$ cat config.mk
export PLATFORM = sky130hd
export DESIGN_NAME = card_ctl
export DESIGN_NICKNAME = d
export VERILOG_FILES = /design/src/card_ctl_pkg.sv /design/src/card_ctl.sv
export SDC_FILE = /design/constraint.sdc
export NUM_CORES = 1
export LEC_CHECK = 0
export BUFFER_PORTS_ARGS = -buffer_cell sky130_fd_sc_hd__buf_2
export CORE_MARGIN = 2
export CORE_UTILIZATION = 59
export CTS_CLUSTER_SIZE = 40
export DETAILED_ROUTE_END_ITERATION = 8
export PLACE_DENSITY = 0.83
export SLEW_MARGIN = 0
export SYNTH_ARGS = -nofsm -noshare
export SYNTH_HDL_FRONTEND = slang
export SYNTH_SLANG_ARGS = --single-unit
$ cat constraint.sdc
create_clock -name clock -period 5.2 [get_ports clock]
set_input_delay 0.52 -clock clock [delete_from_list [all_inputs] [get_ports clock]]
set_output_delay 0.52 -clock clock [all_outputs]
set_load 0.1 [all_outputs]
$ cat src/card_ctl_pkg.sv
// constants and types shared by the plug and play card control register bank
package card_ctl_pkg;

  // -----------------------------------------------------------------
  // host port addresses and widths
  // -----------------------------------------------------------------
  localparam int ADDR_W = 12;
  localparam logic [11:0] ADDRESS_PORT = 12'h279;
  localparam logic [11:0] WRITE_DATA_PORT = 12'ha79;
  localparam logic [1:0] RPORT_HIGH_BITS = 2'h0;
  localparam logic [1:0] RPORT_LOW_BITS = 2'h3;

  // -----------------------------------------------------------------
  // register indices
  // -----------------------------------------------------------------
  localparam logic [7:0] IDX_READ_PORT_LOCATION = 8'h00;
  localparam logic [7:0] IDX_ISOLATION_BIT_READ = 8'h01;
  localparam logic [7:0] IDX_CARD_CONFIG_COMMAND = 8'h02;
  localparam logic [7:0] IDX_CARD_WAKE_COMMAND = 8'h03;
  localparam logic [7:0] IDX_RESOURCE_BYTE_READ = 8'h04;
  localparam logic [7:0] IDX_RESOURCE_READY_STATUS = 8'h05;
  localparam logic [7:0] IDX_CARD_HANDLE_VALUE = 8'h06;
  localparam logic [7:0] IDX_LOGICAL_UNIT_SELECT = 8'h07;
  localparam logic [7:0] IDX_DEVICE_ACTIVATION = 8'h30;
  localparam logic [7:0] IDX_IO_CONFLICT_CHECK = 8'h31;

  // -----------------------------------------------------------------
  // field positions
  // -----------------------------------------------------------------
  localparam int CMD_LD_RESET_BIT = 0;
  localparam int CMD_KEY_WAIT_BIT = 1;
  localparam int CMD_HANDLE_CLEAR_BIT = 2;
  localparam int ACTIVATE_BIT = 0;
  localparam int RC_ENABLE_BIT = 1;
  localparam int RC_PATTERN_BIT = 0;
  localparam int READY_BIT = 0;

  // -----------------------------------------------------------------
  // values and reset values
  // -----------------------------------------------------------------
  localparam logic [7:0] PATTERN_55 = 8'h55;
  localparam logic [7:0] PATTERN_AA = 8'haa;
  localparam logic [1:0] SENSE_FIRST = 2'h1;
  localparam logic [1:0] SENSE_SECOND = 2'h2;
  localparam logic [7:0] LOGICAL_UNIT_VALUE = 8'h00;
  localparam logic [7:0] RPORT_RESET = 8'h00;
  localparam logic [7:0] HANDLE_RESET = 8'h00;
  localparam logic [7:0] UNMAPPED_VALUE = 8'h00;
  localparam int MEM_DESCRIPTORS = 2;

  typedef enum logic [1:0] {key_wait_state, sleep_state, isolate_state, config_state} card_state_t;

endpackage

$ cat src/card_ctl.sv
// plug and play card control register bank on the isa configuration ports
`timescale 1ns/1ns
`default_nettype none

module card_ctl #(
  parameter logic [11:0] ADDR_PORT = card_ctl_pkg::ADDRESS_PORT,
  parameter logic [11:0] WDATA_PORT = card_ctl_pkg::WRITE_DATA_PORT
) (
  input wire logic clock,
  input wire logic resetn,
  input wire logic [11:0] io_addr,
  input wire logic io_wr,
  input wire logic [7:0] io_wdata,
  input wire logic io_rd,
  input wire logic [1:0] bus_sense,
  output logic [7:0] io_rdata,
  output logic io_rdata_oe,
  input wire logic key_match,
  input wire logic id_bit,
  output logic id_shift,
  input wire logic [7:0] resource_byte,
  input wire logic resource_ready,
  output logic resource_advance,
  output logic resource_rewind,
  input wire logic range_hit,
  output logic device_active,
  output logic range_check_on,
  output logic device_reset,
  output logic [1:0] card_state
);

  // -----------------------------------------------------------------
  // state
  // -----------------------------------------------------------------
  typedef struct packed {
    card_ctl_pkg::card_state_t state;
    logic [7:0] index;
    logic [7:0] rport;
    logic [7:0] handle;
    logic active;
    logic rc_en;
    logic rc_pat;
    logic rd_prev;
    logic rd_iso;
    logic [7:0] rdata;
    logic oe;
    logic iso_second;
    logic iso_drove;
    logic iso_saw;
    logic id_shift;
    logic res_adv;
    logic res_rewind;
    logic ld_reset;
  } ctl_t;

  ctl_t st_q;
  ctl_t st_d;

  logic rd_start;
  logic rd_end;
  logic on_rport;
  logic in_config_mode;
  logic wr_index;
  logic wr_data;
  logic rd_port_start;
  logic range_read;
  logic [7:0] cmd;

  // -----------------------------------------------------------------
  // port decode
  // -----------------------------------------------------------------
  // the read port address is rebuilt from the stored bits 9..2
  assign on_rport = io_addr ==
    {card_ctl_pkg::RPORT_HIGH_BITS, st_q.rport, card_ctl_pkg::RPORT_LOW_BITS};
  assign in_config_mode = st_q.state != card_ctl_pkg::key_wait_state;
  assign rd_start = io_rd && !st_q.rd_prev;
  assign rd_end = !io_rd && st_q.rd_prev;
  assign wr_index = io_wr && in_config_mode && io_addr == ADDR_PORT;
  assign wr_data = io_wr && in_config_mode && io_addr == WDATA_PORT;
  assign rd_port_start = rd_start && in_config_mode && on_rport;
  // range check answers only while the device is inactive
  assign range_read = rd_start && range_hit && st_q.rc_en && !st_q.active;
  assign cmd = io_wdata;

  // -----------------------------------------------------------------
  // next state
  // -----------------------------------------------------------------
  always_comb begin
    st_d = st_q;
    st_d.rd_prev = io_rd;
    // one-cycle strobes fall back every cycle
    st_d.id_shift = 1'b0;
    st_d.res_adv = 1'b0;
    st_d.res_rewind = 1'b0;
    st_d.ld_reset = 1'b0;
    if (!io_rd) begin
      st_d.oe = 1'b0;
    end

    // initiation key opens the configuration ports
    if (key_match && st_q.state == card_ctl_pkg::key_wait_state) begin
      st_d.state = card_ctl_pkg::sleep_state;
    end

    // index selection
    if (wr_index) begin
      st_d.index = io_wdata;
    end

    // writes through the write data port take effect at the next clock edge
    if (wr_data) begin
      case (st_q.index)
        card_ctl_pkg::IDX_READ_PORT_LOCATION: begin
          st_d.rport = io_wdata;
        end
        card_ctl_pkg::IDX_CARD_CONFIG_COMMAND: begin
          // command bits act once and are never stored
          if (cmd[card_ctl_pkg::CMD_LD_RESET_BIT]) begin
            st_d.active = 1'b0;
            st_d.rc_en = 1'b0;
            st_d.rc_pat = 1'b0;
            st_d.ld_reset = 1'b1;
          end
          if (cmd[card_ctl_pkg::CMD_KEY_WAIT_BIT]) begin
            st_d.state = card_ctl_pkg::key_wait_state;
          end
          if (cmd[card_ctl_pkg::CMD_HANDLE_CLEAR_BIT]) begin
            st_d.handle = card_ctl_pkg::HANDLE_RESET;
          end
        end
        card_ctl_pkg::IDX_CARD_WAKE_COMMAND: begin
          st_d.res_rewind = 1'b1;
          st_d.iso_second = 1'b0;
          if (io_wdata == st_q.handle) begin
            if (st_q.state == card_ctl_pkg::sleep_state) begin
              st_d.state = (io_wdata == 8'h00) ? card_ctl_pkg::isolate_state
                                               : card_ctl_pkg::config_state;
            end
          end else begin
            // a wake for another card puts this one to sleep
            st_d.state = card_ctl_pkg::sleep_state;
          end
        end
        card_ctl_pkg::IDX_CARD_HANDLE_VALUE: begin
          st_d.handle = io_wdata;
          // the isolation winner leaves isolation once it has a handle
          if (st_q.state == card_ctl_pkg::isolate_state) begin
            st_d.state = card_ctl_pkg::config_state;
          end
        end
        card_ctl_pkg::IDX_DEVICE_ACTIVATION: begin
          if (st_q.state == card_ctl_pkg::config_state) begin
            st_d.active = io_wdata[card_ctl_pkg::ACTIVATE_BIT];
          end
        end
        card_ctl_pkg::IDX_IO_CONFLICT_CHECK: begin
          if (st_q.state == card_ctl_pkg::config_state) begin
            st_d.rc_en = io_wdata[card_ctl_pkg::RC_ENABLE_BIT];
            st_d.rc_pat = io_wdata[card_ctl_pkg::RC_PATTERN_BIT];
          end
        end
        default: begin
          // read-only, absent and unmapped indices ignore writes
        end
      endcase
    end

    // reads through the read port; the isolation mark lasts until the read ends
    if (rd_end) begin
      st_d.rd_iso = 1'b0;
    end
    if (rd_port_start) begin
      st_d.oe = 1'b1;
      case (st_q.index)
        card_ctl_pkg::IDX_ISOLATION_BIT_READ: begin
          if (st_q.state == card_ctl_pkg::isolate_state) begin
            st_d.rd_iso = 1'b1;
            if (!st_q.iso_second) begin
              st_d.iso_drove = id_bit;
              st_d.rdata = card_ctl_pkg::PATTERN_55;
              st_d.oe = id_bit;
            end else begin
              st_d.rdata = card_ctl_pkg::PATTERN_AA;
              st_d.oe = st_q.iso_drove;
            end
          end else begin
            st_d.oe = 1'b0;
          end
        end
        card_ctl_pkg::IDX_RESOURCE_BYTE_READ: begin
          st_d.rdata = resource_byte;
          st_d.res_adv = 1'b1;
        end
        card_ctl_pkg::IDX_RESOURCE_READY_STATUS: begin
          st_d.rdata = 8'h00;
          st_d.rdata[card_ctl_pkg::READY_BIT] = resource_ready;
        end
        card_ctl_pkg::IDX_CARD_HANDLE_VALUE: begin
          st_d.rdata = st_q.handle;
        end
        card_ctl_pkg::IDX_LOGICAL_UNIT_SELECT: begin
          st_d.rdata = card_ctl_pkg::LOGICAL_UNIT_VALUE;
        end
        card_ctl_pkg::IDX_DEVICE_ACTIVATION: begin
          st_d.rdata = {7'h00, st_q.active};
        end
        card_ctl_pkg::IDX_IO_CONFLICT_CHECK: begin
          st_d.rdata = {6'h00, st_q.rc_en, st_q.rc_pat};
        end
        default: begin
          // write-only, absent and unmapped indices read as zero
          st_d.rdata = card_ctl_pkg::UNMAPPED_VALUE;
        end
      endcase
    end else if (range_read) begin
      st_d.oe = 1'b1;
      st_d.rdata = st_q.rc_pat ? card_ctl_pkg::PATTERN_55
                               : card_ctl_pkg::PATTERN_AA;
    end

    // a quiet card senses the other cards at the end of each isolation bit read
    if (rd_end && st_q.rd_iso && st_q.state == card_ctl_pkg::isolate_state) begin
      if (!st_q.iso_second) begin
        st_d.iso_second = 1'b1;
        st_d.iso_saw = !st_q.iso_drove && bus_sense == card_ctl_pkg::SENSE_FIRST;
      end else begin
        st_d.iso_second = 1'b0;
        if (!st_q.iso_drove && st_q.iso_saw && bus_sense == card_ctl_pkg::SENSE_SECOND) begin
          st_d.state = card_ctl_pkg::sleep_state;
        end else begin
          st_d.id_shift = 1'b1;
        end
      end
    end
  end

  // -----------------------------------------------------------------
  // registers
  // -----------------------------------------------------------------
  // hardware reset lands in key wait with no handle and inactive
  always_ff @(posedge clock or negedge resetn) begin
    if (!resetn) begin
      st_q <= '0;
      st_q.state <= card_ctl_pkg::key_wait_state;
      st_q.handle <= card_ctl_pkg::HANDLE_RESET;
      st_q.rport <= card_ctl_pkg::RPORT_RESET;
      st_q.active <= 1'b0;
    end else begin
      st_q <= st_d;
    end
  end

  // -----------------------------------------------------------------
  // outputs
  // -----------------------------------------------------------------
  assign io_rdata = st_q.rdata;
  assign io_rdata_oe = st_q.oe;
  assign id_shift = st_q.id_shift;
  assign resource_advance = st_q.res_adv;
  assign resource_rewind = st_q.res_rewind;
  assign device_active = st_q.active;
  assign range_check_on = st_q.rc_en && !st_q.active;
  assign device_reset = st_q.ld_reset;
  assign card_state = st_q.state;

  // -----------------------------------------------------------------
  // checks
  // -----------------------------------------------------------------
  rport_load_a: assert property (@(posedge clock) disable iff (!resetn)
    wr_data && st_q.index == card_ctl_pkg::IDX_READ_PORT_LOCATION
    |=> st_q.rport == $past(io_wdata))
    else $error("read port location not loaded");

  ld_reset_a: assert property (@(posedge clock) disable iff (!resetn)
    wr_data && st_q.index == card_ctl_pkg::IDX_CARD_CONFIG_COMMAND && cmd == 8'h01
    |=> !st_q.active && !st_q.rc_en && device_reset && st_q.handle == $past(st_q.handle)
    ##1 !device_reset)
    else $error("logical device reset wrong");

  key_wait_a: assert property (@(posedge clock) disable iff (!resetn)
    wr_data && st_q.index == card_ctl_pkg::IDX_CARD_CONFIG_COMMAND && cmd[1]
    |=> st_q.state == card_ctl_pkg::key_wait_state && $stable(st_q.active))
    else $error("key wait command failed");

  handle_clear_a: assert property (@(posedge clock) disable iff (!resetn)
    wr_data && st_q.index == card_ctl_pkg::IDX_CARD_CONFIG_COMMAND && cmd[2]
    |=> st_q.handle == 8'h00)
    else $error("card handle not cleared");

  wake_state_a: assert property (@(posedge clock) disable iff (!resetn)
    wr_data && st_q.index == card_ctl_pkg::IDX_CARD_WAKE_COMMAND
    && st_q.state == card_ctl_pkg::sleep_state && io_wdata == st_q.handle
    |=> st_q.state == ($past(io_wdata) == 8'h00 ? card_ctl_pkg::isolate_state
                                                 : card_ctl_pkg::config_state))
    else $error("wake went to wrong state");

  wake_rewind_a: assert property (@(posedge clock) disable iff (!resetn)
    wr_data && st_q.index == card_ctl_pkg::IDX_CARD_WAKE_COMMAND
    |=> resource_rewind ##1 !resource_rewind)
    else $error("wake did not rewind resource pointer");

  resource_read_a: assert property (@(posedge clock) disable iff (!resetn)
    rd_port_start && st_q.index == card_ctl_pkg::IDX_RESOURCE_BYTE_READ
    |=> io_rdata == $past(resource_byte) && resource_advance && io_rdata_oe)
    else $error("resource byte read wrong");

  ready_status_a: assert property (@(posedge clock) disable iff (!resetn)
    rd_port_start && st_q.index == card_ctl_pkg::IDX_RESOURCE_READY_STATUS
    |=> io_rdata == {7'h00, $past(resource_ready)})
    else $error("ready status wrong");

  handle_rw_a: assert property (@(posedge clock) disable iff (!resetn)
    wr_data && st_q.index == card_ctl_pkg::IDX_CARD_HANDLE_VALUE
    |=> st_q.handle == $past(io_wdata))
    else $error("card handle write lost");

  unit_zero_a: assert property (@(posedge clock) disable iff (!resetn)
    rd_port_start && st_q.index == card_ctl_pkg::IDX_LOGICAL_UNIT_SELECT
    |=> io_rdata == 8'h00)
    else $error("logical unit read not zero");

  range_pattern_a: assert property (@(posedge clock) disable iff (!resetn)
    range_read && !rd_port_start
    |=> io_rdata_oe && io_rdata == ($past(st_q.rc_pat) ? 8'h55 : 8'haa))
    else $error("range check pattern wrong");

  iso_drive_a: assert property (@(posedge clock) disable iff (!resetn)
    rd_port_start && st_q.index == card_ctl_pkg::IDX_ISOLATION_BIT_READ
    && st_q.state == card_ctl_pkg::isolate_state && !st_q.iso_second
    |=> io_rdata_oe == $past(id_bit) && io_rdata == 8'h55)
    else $error("isolation first read wrong");

endmodule

`default_nettype wire

==> results by group <==
STA
  – Final Setup Violations: 0
  – Slew Viols, Final: 0
  – Endpoints failing hold: 0
  – Clock Skew: 0.0101 ns
  – Max Freq: 0.389 GHz
  – RSZ-0062 raised after global routing: no
  – Tmin final: 2.57 ns
  – Least-Margin Pin Slew: 1.01 ns
  – Hold slack: 0.342 ns
  – Fin worst setup slack: 2.63 ns
  – Fin Setup TNS: 0 ns
  – Tcrit/Tclk final: 49.4%
  – Slew headroom: 32.5%

Worst setup path
  – Worst Path Required: 5.44 ns
  – R2R depth: 6
  – WP data arrival: 2.80 ns
  – Flop2flop setup slack: 2.63 ns
  – Startpoint type of the worst setup path: flop
  – Reg2reg start: st_q[38]
  – CP Launch Point: st_q[38]
  – Setup crit end: io_rdata[4]
  – WS Path Type: flop to flop
  – CP max FO: 16
  – FF-to-FF End: io_rdata[4]
  – Crit path capture type: flop

Detailed routing
  – DRT Pass-1 Iters: 5
  – Drt drc: 0
  – Detailed Route WL: 5810 um
  – Routed len/inst: 15.6 um
  – DR iter-0 viols: 145
  – Remaining antenna violation count after routing: 0
  – Vias per cell: 5.89
  – Vias post-DR: 2196

Die
  – Core area: 4380 um^2
  – Die X: 71.7 um
  – I/O pin cnt: 55
  – Die Y-Extent: 71.7 um
  – Initial core utilization: 61.6%
  – Die ar.: 5140 um^2
  – Row count: 24

Clock network
  – CTS tree: done
  – Clock buffer depth: 2
  – Worst skew pair latency: 0.31 ns
  – Clock Sinks: 47
  – CTS HTree Levels: 2
  – Total CTS buffers: 5
  – Worst-path clk slew: 0.09 ns
  – Hold Buf Count CTS: 0
  – Clock Tree Root: clkbuf_8
  – Post-CTS Resized: 0
  – Post-CTS setup buffers: 0

Synth
  – Cell taking the most area after synthesis: dfrtp_1
  – Synth warnings: 0
  – Synth area leaders: dfrtp_1 44%, mux2_2 7.5%, xor2_1 4.9%, nor2_1 3.9%, nand3_1 3.0%
  – Mean post-synth cell area: 9.69 um^2
  – Distinct cells, synth: 53
  – Cell count after synthesis: 279
  – Synth cell count leaders: 47 x dfrtp_1, 28 x nor2_1, 18 x mux2_2, 16 x nand3_1
  – Most used DFF post-synth: dfrtp_1
  – Synthesized area: 2700 um^2
  – Synth top area share: 43.5%
  – Number of synthesized flops with an enable pin: 0
  – Post-synth ARST share: 100%
  – Most numerous cell in the Yosys netlist: dfrtp_1
  – Seq cells post-synth: 47
  – Sequential area share after synthesis: 43.5%
  – Syn nets: 317

Global routing
  – Met3 GRT Util: 3.66%
  – Met2 Track Usage GR: 39.4%
  – Initial antenna violation count: 0
  – Met1 GRT Util: 32.6%
  – GRT overflow: 0
  – Grt peak-use layer: met2
  – GRT Total Usage: 24.2%
  – Vias in the first global route: 1999
  – Pin count of the biggest net entering global routing: 48
  – Global-route wire length before repair: 9480 um

Cells and area
  – Final instance area: 3030 um^2
  – Share of layout cells above drive strength 1: 26.8%
  – Synth-to-Final Area Change: 12.2%
  – Nets@finish: 358
  – # diodes: 0

Placed design
  – Number of I/O port buffers: 54
  – Post-DP Area: 2920 um^2
  – DP Wirelength: 4400 um
  – Place WS: 2.56 ns
  – Placer Congestion: 0.903

Run
  – Max Cap Viol: 0

Power
  – Design Power: 0.000736 W
  – Leakage: 1.46 nW
  – PwrDens: 243 nW/um^2
  – Peak supply drop: 0.158 mV

Outcome
  – Outcome: finished clean

Worst hold path
  – Min-Delay Path Class: input port to flop
## critical path: stages (launching register included)
cell	delay (ns)
dfrtp_1	0.61
nor4_1	0.60
nand2_1	0.22
nor4_1	0.59
a21oi_1	0.12
a21bo_2	0.23
a21oi_1	0.13
## layout by cell type, fill, tap and decap left out, drive strengths merged, types with 3 or more instances in the layout
cell type | netlist | final
a21o | 4 | 4
nand3 | 16 | 16
a21oi | 11 | 11
inv | 15 | 15
nor2 | 28 | 28
buf | 14 | 54
dfrtp | 47 | 47
nor3 | 5 | 5
xor2 | 15 | 15
o21ai | 17 | 17
mux2i | 7 | 7
nand4 | 4 | 4
mux2 | 18 | 18
and3 | 6 | 6
nor2b | 7 | 7
clkbuf | 6 | 6
o22ai | 3 | 3
nand2 | 12 | 12
nor4 | 10 | 10
## state kept, by name, summed over array words and instances (netlist names)
register / count
io_rdata_oe: 1
device_reset: 1
device_active: 1
io_rdata: 8
resource_advance: 1
st_q: 31
card_state: 2
id_shift: 1
resource_rewind: 1
## layout make-up
type / instances / area (um^2)
Fill cell: 361 / 1350
Inverter: 15 / 56.3
Clock inverter: 2 / 35.0
Clock buffer: 6 / 82.6
Sequential cell: 47 / 1180
Multi-Input combinational cell: 197 / 1350
Tap cell: 52 / 65.1
Timing Repair Buffer: 54 / 270
## power by group
part           internal, W  total [W]  switching, W
Clock             0.000156   0.000281      0.000125
Combinational    0.0000263  0.0000740     0.0000477
Sequential        0.000371   0.000381     0.0000105
Total             0.000553   0.000736      0.000183
## worst min-delay path by stage
stage,end,cells past startpoint,slack (ns),start
after CTS,st_q[17],1,0.34,io_rd
after detailed placement,st_q[4],2,0.49,st_q[4]
after global routing,st_q[17],1,0.35,io_rd
after global placement,st_q[4],2,0.48,st_q[4]
final,st_q[17],1,0.34,io_rd
after floorplan,card_state[0],0,0.22,resetn
## metal layers
metal	part of all wire, %	vias up
li1	-	1078
met1	44	1037
met2	49	68
met3	5.1	13
met4	2.2	0
met5	0	-
## cells by family after synthesis
| kind of cell | count (synthesis) | synth area share, % |
|---|---|---|
| muxes | 25 | 10.2 |
| buffers and inverters | 35 | 6.62 |
| and+or+nand+nor | 103 | 21.9 |
| DFF | 47 | 43.5 |
| xor gates and xnor gates | 16 | 5.19 |
| AOI/OAI and AO/OA | 53 | 12.5 |
## stage by stage
step | std cells | util [%]
after CTS | 373 | 69.2
after detailed placement | 365 | 66.5
after global placement | 365 | 66.5
after global routing | 373 | 69.2
final | 373 | 69.2
after floorplan | 279 | -
No activity file was read; power rests on OpenSTA's default activity.
